**config.mk**
```make
export PLATFORM = sky130hd
export DESIGN_NAME = sbxa_top
export DESIGN_NICKNAME = d
export VERILOG_FILES = /design/src/core/sbxa_pkg.sv /design/src/core/sbxa_if.sv /design/src/core/sbxa_intc.sv /design/src/core/sbxa_top.sv
export SDC_FILE = /design/constraint.sdc
export NUM_CORES = 1
export LEC_CHECK = 0
export ABC_AREA = 1
export BUFFER_PORTS_ARGS = -buffer_cell sky130_fd_sc_hd__buf_4
export CAP_MARGIN = 20
export CORE_MARGIN = 4
export CORE_UTILIZATION = 54
export DETAILED_ROUTE_END_ITERATION = 12
export GPL_TIMING_DRIVEN = 0
export HOLD_SLACK_MARGIN = 0.08
export PLACE_DENSITY = 0.76
export SLEW_MARGIN = 10
export SYNTH_ARGS = -nofsm -noshare
export SYNTH_HDL_FRONTEND = slang
export SYNTH_HIERARCHICAL = 1
export SYNTH_SLANG_ARGS = --single-unit
```
**constraint.sdc**
```tcl
create_clock -name clock -period 2.1 [get_ports clock]
set_input_delay 0.42 -clock clock [delete_from_list [all_inputs] [get_ports clock]]
set_output_delay 0.42 -clock clock [all_outputs]
set_load 0.02 [all_outputs]
```
**src/core/sbxa_pkg.sv**
```systemverilog
// shared constants and types for the expansion socket adapter
`default_nettype none
package sbxa_pkg;
  // address decode field positions
  localparam int unsigned WIN_LSB = 5;
  localparam int unsigned WIN_MSB = 7;
  localparam int unsigned BLK_BIT = 4;
  localparam int unsigned PORT_MSB = 3;
  localparam int unsigned CASC_LSB = 8;
  localparam int unsigned CASC_MSB = 10;
  // interrupt controller sizing
  localparam int unsigned NUM_IRQ = 8;
  localparam int unsigned NUM_MOD_IRQ = 4;
  // control port register offsets (address bit 0)
  localparam logic CTL_REG_VBASE = 1'h0;
  localparam logic CTL_REG_MASK = 1'h1;
  // reset values
  localparam logic [7:0] VBASE_RST = 8'h00;
  localparam logic [7:0] MASK_RST = 8'h00;
  // lines usable per variant
  localparam logic [7:0] CTC_LINES = 8'h0F;
  localparam logic [7:0] PIC_LINES = 8'hFF;
  // build strap codes
  localparam logic [1:0] STRAP_CTC = 2'h1;
  localparam logic [1:0] STRAP_PIC = 2'h2;

  typedef enum logic [1:0] {VAR_NONE, VAR_CTC, VAR_PIC} sbxa_variant_t;

  // every pin input that is brought through the synchroniser
  typedef struct packed {
    logic [15:0] addr;
    logic [7:0] d;
    logic iorq_n;
    logic rd_n;
    logic wr_n;
    logic inta_n;
    logic ioexp;
    logic pri_in_n;
    logic [7:0] md;
    logic [3:0] mint;
    logic [3:0] xint;
    logic [2:0] base0;
    logic [2:0] base1;
    logic [2:0] ctlb;
    logic ioexp_req;
  } sbxa_pins_t;
endpackage : sbxa_pkg
`default_nettype wire

```
**src/core/sbxa_if.sv**
```systemverilog
// link between the decode logic and the interrupt controller
`default_nettype none
interface sbxa_if;
  sbxa_pkg::sbxa_variant_t variant;
  logic [7:0] irq;
  logic wr_vbase;
  logic wr_mask;
  logic [7:0] wdata;
  logic ack;
  logic req;
  logic [7:0] vec;
  logic [2:0] casc;
  logic [7:0] pend;
  logic [7:0] mask;

  modport dec (output variant, irq, wr_vbase, wr_mask, wdata, ack,
               input req, vec, casc, pend, mask);
  modport ctl (input variant, irq, wr_vbase, wr_mask, wdata, ack,
               output req, vec, casc, pend, mask);
endinterface : sbxa_if
`default_nettype wire

```
**src/core/sbxa_intc.sv**
```systemverilog
// on-board priority interrupt controller, counter-timer or priority build
`default_nettype none
module sbxa_intc (
  // clocking
  input wire logic clock,
  input wire logic nrst,
  input wire logic ce,
  // decode side
  sbxa_if.ctl bus
);
  typedef struct packed {
    logic [7:0] irq_prev;
    logic [7:0] pend;
    logic [7:0] mask;
    logic [7:0] vbase;
    logic [7:0] vec;
    logic [2:0] casc;
    logic req;
  } sbxa_intc_st_t;

  sbxa_intc_st_t q, d;

  // next state: edge capture, priority pick, vector latch
  always_comb
  begin
    logic [7:0] lines;
    logic [7:0] live;
    logic [7:0] clr;
    logic [2:0] win;
    logic found;
    lines = 8'h00;
    live = 8'h00;
    clr = 8'h00;
    win = 3'h0;
    found = 1'b0;
    d = q;
    // which inputs exist in this build
    case (bus.variant)
      sbxa_pkg::VAR_CTC: lines = sbxa_pkg::CTC_LINES;
      sbxa_pkg::VAR_PIC: lines = sbxa_pkg::PIC_LINES;
      default: lines = 8'h00;
    endcase
    d.irq_prev = bus.irq;
    live = q.pend & q.mask;
    // lowest index wins
    for (int i = 0; i < sbxa_pkg::NUM_IRQ; i++)
    begin
      if (live[i] && !found)
      begin
        found = 1'b1;
        win = 3'(i);
      end
    end
    if (bus.ack && found)
    begin
      clr[win] = 1'b1;
      d.casc = win;
      if (bus.variant == sbxa_pkg::VAR_CTC)
        d.vec = {q.vbase[7:3], win[1:0], 1'b0};
      else
        d.vec = {q.vbase[7:3], win};
    end
    // a new edge in the clearing cycle is kept: set wins
    d.pend = ((q.pend & ~clr) | (bus.irq & ~q.irq_prev)) & lines;
    if (bus.wr_vbase)
      d.vbase = bus.wdata;
    // nothing is enabled until software programs the mask
    if (bus.wr_mask)
      d.mask = bus.wdata;
    d.req = |(d.pend & d.mask & lines);
  end

  // state register, frozen while ce is low
  always_ff @(posedge clock or negedge nrst)
  begin
    if (!nrst)
    begin
      q <= '0;
      q.mask <= sbxa_pkg::MASK_RST;
      q.vbase <= sbxa_pkg::VBASE_RST;
    end
    else if (ce)
      q <= d;
  end

  assign bus.req = q.req;
  assign bus.vec = q.vec;
  assign bus.casc = q.casc;
  assign bus.pend = q.pend;
  assign bus.mask = q.mask;
endmodule : sbxa_intc
`default_nettype wire

```
**src/core/sbxa_top.sv**
```systemverilog
// host bus to two 8-bit module sockets adapter, top level
// Overview of operation
// - each socket window is a jumpered base aligned on 32 ports, only it decodes
// - address bit 4 splits each socket window into two 16-port chip selects
// - expansion line either ignored or must be low, chosen by jumper
// - no DMA or wait requests are passed; nobody may rely on them
// - one byte moves per bus cycle between host and addressed module
// - priority build gives 8 prioritised inputs each with own vector
// - both interrupt lines of each socket feed separate controller inputs
// - remaining four controller inputs come from an external header
// - parallel priority chain in and out across front-plane cards
// - cascade address on host A8-A10 during acknowledge, priority build only
// - counter-timer build: module interrupt lines drive four trigger inputs
// - an active trigger raises a vectored interrupt only once software sets its mask bit
// - no-interrupt build: no controller, module lines raise nothing
`default_nettype none
module sbxa_top (
  // clocking
  input wire logic clock,
  input wire logic nrst,
  input wire logic ce,
  // host bus
  input wire logic [15:0] host_addr_i,
  input wire logic [7:0] host_d_i,
  output logic [7:0] host_d_o,
  output logic host_d_oe,
  input wire logic host_iorq_n,
  input wire logic host_rd_n,
  input wire logic host_wr_n,
  input wire logic host_inta_n,
  input wire logic host_ioexp,
  output logic [2:0] host_casc_o,
  output logic host_casc_oe,
  output logic host_intrq_n,
  // front-plane priority chain
  input wire logic pri_in_n,
  output logic pri_out_n,
  // jumpers and build strap
  input wire logic [2:0] jmp_base0,
  input wire logic [2:0] jmp_base1,
  input wire logic [2:0] jmp_ctl_base,
  input wire logic jmp_ioexp_req,
  input wire logic [1:0] strap_variant,
  // module sockets
  output logic [3:0] mod_addr,
  output logic [3:0] mod_cs_n,
  output logic mod_rd_n,
  output logic mod_wr_n,
  input wire logic [7:0] mod_d_i,
  output logic [7:0] mod_d_o,
  output logic mod_d_oe,
  input wire logic [3:0] mod_int,
  input wire logic [3:0] ext_int
);
  localparam int unsigned PW = $bits(sbxa_pkg::sbxa_pins_t);

  typedef struct packed {
    sbxa_pkg::sbxa_pins_t s1;
    sbxa_pkg::sbxa_pins_t s2;
    sbxa_pkg::sbxa_pins_t s3;
    sbxa_pkg::sbxa_pins_t f;
    logic strap_done;
    sbxa_pkg::sbxa_variant_t variant;
    logic ack_prev;
    logic ack_own;
    logic wr_prev;
    logic [7:0] host_d;
    logic host_doe;
    logic [2:0] casc;
    logic casc_oe;
    logic intrq_n;
    logic pri_out_n;
    logic [3:0] maddr;
    logic [3:0] mcs_n;
    logic mrd_n;
    logic mwr_n;
    logic [7:0] md;
    logic mdoe;
  } sbxa_top_st_t;

  sbxa_top_st_t q, d;
  sbxa_pkg::sbxa_pins_t pins;
  sbxa_if ic ();

  // gather raw pins for the synchroniser
  always_comb
  begin
    pins.addr = host_addr_i;
    pins.d = host_d_i;
    pins.iorq_n = host_iorq_n;
    pins.rd_n = host_rd_n;
    pins.wr_n = host_wr_n;
    pins.inta_n = host_inta_n;
    pins.ioexp = host_ioexp;
    pins.pri_in_n = pri_in_n;
    pins.md = mod_d_i;
    pins.mint = mod_int;
    pins.xint = ext_int;
    pins.base0 = jmp_base0;
    pins.base1 = jmp_base1;
    pins.ctlb = jmp_ctl_base;
    pins.ioexp_req = jmp_ioexp_req;
  end

  // no DMA request or wait line exists on either side of this block
  sbxa_intc u_intc (
    .clock(clock),
    .nrst(nrst),
    .ce(ce),
    .bus(ic.ctl)
  );

  // next state: synchronise, decode, steer data and interrupt acknowledge
  always_comb
  begin
    logic [PW-1:0] diff;
    logic io_rd;
    logic io_wr;
    logic exp_ok;
    logic hit0;
    logic hit1;
    logic hit_ctl;
    logic ack_now;
    logic pri_ok;
    diff = '0;
    io_rd = 1'b0;
    io_wr = 1'b0;
    exp_ok = 1'b0;
    hit0 = 1'b0;
    hit1 = 1'b0;
    hit_ctl = 1'b0;
    ack_now = 1'b0;
    pri_ok = 1'b0;
    d = q;
    // three stages; a change counts once stages two and three agree
    d.s1 = pins;
    d.s2 = q.s1;
    d.s3 = q.s2;
    diff = q.s2 ^ q.s3;
    d.f = sbxa_pkg::sbxa_pins_t'((q.s3 & ~diff) | (q.f & diff));
    // strap is caught once, on the first enabled edge after release
    if (!q.strap_done)
    begin
      d.strap_done = 1'b1;
      if (strap_variant == sbxa_pkg::STRAP_CTC)
        d.variant = sbxa_pkg::VAR_CTC;
      else if (strap_variant == sbxa_pkg::STRAP_PIC)
        d.variant = sbxa_pkg::VAR_PIC;
      else
        d.variant = sbxa_pkg::VAR_NONE;
    end
    // plain I/O cycles exclude acknowledge
    io_rd = !q.f.iorq_n && !q.f.rd_n && q.f.inta_n;
    io_wr = !q.f.iorq_n && !q.f.wr_n && q.f.inta_n;
    exp_ok = q.f.ioexp_req ? !q.f.ioexp : 1'b1;
    // address decode per window
    if (q.f.addr[sbxa_pkg::WIN_MSB:sbxa_pkg::WIN_LSB] == q.f.base0)
      hit0 = exp_ok;
    else if (q.f.addr[sbxa_pkg::WIN_MSB:sbxa_pkg::WIN_LSB] == q.f.base1)
      hit1 = exp_ok;
    else if (q.f.addr[sbxa_pkg::WIN_MSB:sbxa_pkg::WIN_LSB] == q.f.ctlb)
      hit_ctl = exp_ok && (q.variant != sbxa_pkg::VAR_NONE);
    // socket strobes, chip select per 16-port block
    d.mcs_n = 4'hF;
    if (io_rd || io_wr)
    begin
      if (hit0)
        d.mcs_n[{1'b0, q.f.addr[sbxa_pkg::BLK_BIT]}] = 1'b0;
      if (hit1)
        d.mcs_n[{1'b1, q.f.addr[sbxa_pkg::BLK_BIT]}] = 1'b0;
    end
    d.maddr = q.f.addr[sbxa_pkg::PORT_MSB:0];
    d.mrd_n = !(io_rd && (hit0 || hit1));
    d.mwr_n = !(io_wr && (hit0 || hit1));
    // one byte toward the module on write
    d.md = q.f.d;
    d.mdoe = io_wr && (hit0 || hit1);
    // controller register writes, one pulse per write cycle
    d.wr_prev = io_wr && hit_ctl;
    ic.wr_vbase = io_wr && hit_ctl && !q.wr_prev
                  && (q.f.addr[0] == sbxa_pkg::CTL_REG_VBASE);
    ic.wr_mask = io_wr && hit_ctl && !q.wr_prev
                 && (q.f.addr[0] == sbxa_pkg::CTL_REG_MASK);
    ic.wdata = q.f.d;
    ic.variant = q.variant;
    // module lines on the low four inputs, header on the high four
    ic.irq = {q.f.xint, q.f.mint};
    // front-plane chain: request and answer only when enabled from above
    pri_ok = !q.f.pri_in_n;
    d.pri_out_n = q.f.pri_in_n || ic.req;
    d.intrq_n = !(ic.req && pri_ok);
    ack_now = !q.f.inta_n && !q.f.rd_n;
    d.ack_prev = ack_now;
    ic.ack = ack_now && !q.ack_prev && pri_ok && ic.req;
    if (!ack_now)
      d.ack_own = 1'b0;
    else if (ic.ack)
      d.ack_own = 1'b1;
    // host data: module byte, controller status or vector
    d.host_doe = 1'b0;
    d.host_d = 8'h00;
    d.casc_oe = 1'b0;
    d.casc = ic.casc;
    if (q.ack_own && ack_now)
    begin
      d.host_doe = 1'b1;
      d.host_d = ic.vec;
      d.casc_oe = (q.variant == sbxa_pkg::VAR_PIC);
    end
    else if (io_rd && (hit0 || hit1))
    begin
      d.host_doe = 1'b1;
      d.host_d = q.f.md;
    end
    else if (io_rd && hit_ctl)
    begin
      d.host_doe = 1'b1;
      if (q.f.addr[0] == sbxa_pkg::CTL_REG_MASK)
        d.host_d = ic.mask;
      else
        d.host_d = ic.pend;
    end
  end

  // state register; idle bus levels are restored on reset
  always_ff @(posedge clock or negedge nrst)
  begin
    if (!nrst)
    begin
      q <= '0;
      // sync stages start at idle strobe levels, so no false cycle follows reset
      q.s1.iorq_n <= 1'b1;
      q.s1.rd_n <= 1'b1;
      q.s1.wr_n <= 1'b1;
      q.s1.inta_n <= 1'b1;
      q.s2.iorq_n <= 1'b1;
      q.s2.rd_n <= 1'b1;
      q.s2.wr_n <= 1'b1;
      q.s2.inta_n <= 1'b1;
      q.s3.iorq_n <= 1'b1;
      q.s3.rd_n <= 1'b1;
      q.s3.wr_n <= 1'b1;
      q.s3.inta_n <= 1'b1;
      q.f.iorq_n <= 1'b1;
      q.f.rd_n <= 1'b1;
      q.f.wr_n <= 1'b1;
      q.f.inta_n <= 1'b1;
      q.variant <= sbxa_pkg::VAR_NONE;
      q.intrq_n <= 1'b1;
      q.pri_out_n <= 1'b1;
      q.mcs_n <= 4'hF;
      q.mrd_n <= 1'b1;
      q.mwr_n <= 1'b1;
    end
    else if (ce)
      q <= d;
  end

  // outputs straight from the state register
  assign host_d_o = q.host_d;
  assign host_d_oe = q.host_doe;
  assign host_casc_o = q.casc;
  assign host_casc_oe = q.casc_oe;
  assign host_intrq_n = q.intrq_n;
  assign pri_out_n = q.pri_out_n;
  assign mod_addr = q.maddr;
  assign mod_cs_n = q.mcs_n;
  assign mod_rd_n = q.mrd_n;
  assign mod_wr_n = q.mwr_n;
  assign mod_d_o = q.md;
  assign mod_d_oe = q.mdoe;
endmodule : sbxa_top
`default_nettype wire

```
==> impl_summary.log <==
INFO  metric outcome = complete, but fails checks
INFO  metric minimum_clock_period = 2.22 ns
INFO  metric clk-insertion-delay-late = 0.55 ns
INFO  metric count_of_nets_after_finishing = 1638
INFO  metric pre_cts_ws = -0.552 ns
INFO  metric grt_first_pass_wirelength = approximately 49 mm
INFO  metric cell_repeated_most_along_the_worst_path = sky130_fd_sc_hd__nand2_1
INFO  metric cp_slowest_cell = sky130_fd_sc_hd__dfrtp_2
INFO  metric pwr-share-comb = 17.5%
INFO  metric p_clk_share = around 36%
INFO  metric synthesis.yosys.warnings = 6
INFO  metric htreeDepth = 1
INFO  metric antenna_left = 0
INFO  metric placed_area = about 13000 sq um
INFO  metric leak = 7.51 nW
INFO  metric vias_per_cell = 5.26
INFO  metric hold_path.class = primary input to flip-flop
INFO  metric area_growth = 22.5%
INFO  metric drt_iter0_markers = approximately 830
INFO  metric total_switching_power = 0.00406 W
INFO  metric crit_path_max_incr_delay = around 0.46 ns
INFO  metric startpoint_type = flip-flop
INFO  metric syn_nets = about 1500
INFO  metric power.internal = 0.00998 W
INFO  metric global_route_track_usage_on_met2 = 40.3%
INFO  metric path_cells = nand2_1, nand2_1, nor2_2, nand2_2, nor2_4, and3_4, nand2_4, nor2_4, buf_8, o21ai_4, nand3_1, nand4_1, o21bai_1, nand2_1
INFO  metric final.fill_count = 1650
INFO  metric io_buffers = 86
INFO  metric die_area = 24400 sq um
INFO  metric grt_start_max_net_pins = 105
INFO  metric clock_path_buffers = 3
INFO  metric wl_per_cell = around 16 um
INFO  metric hold_start = host_d_i[6]
INFO  metric dp.final_hpwl = 20.3 mm
INFO  metric antenna_found_initial = 0
INFO  metric vias = 9849
INFO  metric clock_sink_count = ~270
INFO  metric use_met3 = 3.61%
INFO  metric synth_sequential_area_ratio = 57.9%
INFO  metric n_antenna_cell = 0
INFO  metric critical_path_required = ~2.5 ns
INFO  metric cts_tree = done
INFO  metric cts_made_buffers = 28
INFO  metric sequentialPowerShare = a little under half
INFO  metric irDropWorstVdd = 0.694 mV
INFO  metric power.total = 0.0140 W
INFO  metric drive_above_1_share = about a fifth
INFO  metric slew-limit-headroom = 45.4%
INFO  metric detailedRoute.firstPassIterationCount = 5
INFO  metric gpl.final_weighted_congestion = 0.900
INFO  metric fmax = 450 MHz
INFO  metric drv_slew = 0
INFO  metric pwr_density_cell = 966 nW/um^2
INFO  metric worstPathArrival = 2.65 ns
INFO  metric synthesis.instances = 1402
INFO  metric p_sw_share = 28.9%
INFO  metric rows = 53
INFO  metric postRouteWirelength = 30.2 mm
INFO  metric placeableCoreArea = ~21000 sq um
INFO  metric grt_usage = 25.1%
INFO  metric fin_worst_skew = about 0.016 ns
INFO  metric die_h = 156 um
INFO  metric worst-setup-path-type = flip-flop to flip-flop
INFO  metric worst_pin_slew = 0.819 ns
INFO  metric start_util = 55.7%
INFO  metric worst_slack = -0.121 ns
INFO  metric maxCapViolations = 0
INFO  metric grt_pass1_vias = a little under 10000
INFO  metric finalSetupViolCount = 2
INFO  metric utilization = 68.2%
INFO  metric synth.ff_latch_count = 273
INFO  metric dieWidth = 156 um
INFO  metric endpoint_kind = flip-flop
INFO  metric post_synthesis_instance_area = 11900 sq um
INFO  metric timing_hold_violations_final = 0
INFO  metric syn_area_per_cell = 8.46 sq um
INFO  metric grt-busiest-layer = met2
INFO  metric drc = 0
INFO  metric rsz0062_at_grt = yes
INFO  metric clk_root_buffer_cell = sky130_fd_sc_hd__clkbuf_16
INFO  metric clk_transition_reported_paths = 0.06 ns
INFO  metric worst-path-max-fanout = 7
INFO  metric finalInstanceArea = roughly 15000 sq um
INFO  metric final_min_period_over_clock_period = 106%
INFO  metric synth.distinct_cells = 41
INFO  metric globalRouteOverflowTotal = 0
INFO  metric boundaryPins = 95
INFO  metric failed_checks = setup timing
INFO  metric met1_usage_grt = 35.7%
power groups by stage:
stage                     clock, W  sequential, W  combinational (W)
after floorplan                  0        0.00647            0.00142
after global placement           0        0.00659            0.00210
after detailed placement         0        0.00662            0.00220
after CTS                  0.00506        0.00655            0.00235
after global routing       0.00532        0.00666            0.00274
final                      0.00500        0.00658            0.00245
logic make-up after synthesis:
kind of cell	Yosys count	synth area share, %
adders and majority gates	2	0.211
and+or+nand+nor	783	26.4
muxes	3	0.285
AOI/OAI and AO/OA	167	7.59
buffers and inverters	170	7.37
DFF	273	57.9
xor gates and xnor gates	4	0.295
Yosys cell counts (all sizes together):
library cell	count	area (sq um)
o31ai	1	7.51
or2	1	6.26
clkinv	2	7.51
mux2	3	33.8
dfstp	24	631
a21oi	7	38.8
o21bai	1	7.51
o211ai	10	75.1
ha	2	25.0
nand3b	1	7.51
nand4	15	109
nor3	5	36.3
xnor2	4	35.0
nor3b	1	7.51
o21ai	144	732
and3	1	6.26
inv	55	206
clkbuf	41	175
nand2	628	2370
dfrtp	249	6230
nand3	49	250
nor2	82	333
o41ai	1	8.76
a41oi	1	16.3
o21a	1	7.51
buf	72	485
a31oi	1	6.26
per-stage QoR:
step                hold WS, ns  setup TNS, ns  std cells
finish                   0.0895         -0.138       1871
global route             0.0971         -0.494       1871
CTS                      0.0810         -0.148       1861
detailed placement        0.455          -8.32       1765
global placement          0.452        -432.23       1763
floorplan                 0.124              0       1402
per-layer routing:
layer	up-vias	part of all wire, %	wire length (um)
met1	4710	43	12900
met2	349	47	14100
met4	0	3.2	971
li1	4727	-	-
met5	-	0	0
met3	63	7.3	2220
final timing paths:
kind | end | slack (ns) | cells after the start
setup / recovery | u_intc/bus.req$_DFFE_PN0P_ | -0.12 | 14
hold / removal | d[190]$_DFFE_PN0P_ | 0.09 | 3
setup reg to reg | u_intc/bus.req$_DFFE_PN0P_ | -0.12 | 14
hold reg to reg | q[126]$_DFFE_PN1P_ | 0.46 | 2
max in group asynchronous | asynchronous set/reset pin | 0.65 | 3
min in group asynchronous | u_intc/bus.casc[1]$_DFFE_PN0P_ | 0.48 | 2
cell type report:
class / count / area [sq um] / share of cell area, %
sequential: 273 / 6870 / 47.3
multi-input combinational: 959 / 4280 / 29.4
timing repair buffer: 143 / 1230 / 8.46
clock buffer: 45 / 846 / 5.82
buffer: 113 / 664 / 4.57
tap: 275 / 344 / 2.37
inverter: 57 / 216 / 1.49
clock inverter: 6 / 82.6 / 0.568
critical path: cells and delay by family (launching register included):
family	cells	cell delay (ns)
and+or+nand+nor	11	1.24
DFF	1	0.46
AOI/OAI and AO/OA	2	0.24
buffers and inverters	1	0.18
cells in the final DEF, fill, tap and decap left out, drive strengths merged, types with 7 or more instances in the layout:
cell           n
dlygate4sd3   34
inv           56
clkbuf        86
nand4         15
o211ai        10
nand3         49
buf          181
nor2          82
nand2        628
dfstp         24
o21ai        144
dfrtp        249
a21oi          7
what timing repair did:
| action | CTS | global route |
|---|---|---|
| setup buffers | 10 | 11 |
| hold endpoints to repair | 108 | 0 |
| hold buffers | 34 | 0 |
| gates resized for setup | 31 | 31 |
| pin swaps | 14 | 19 |
| endpoints found under the setup margin | 27 | 19 |
| gates cloned | 1 | 0 |
(Power assumes the default switching activity.)
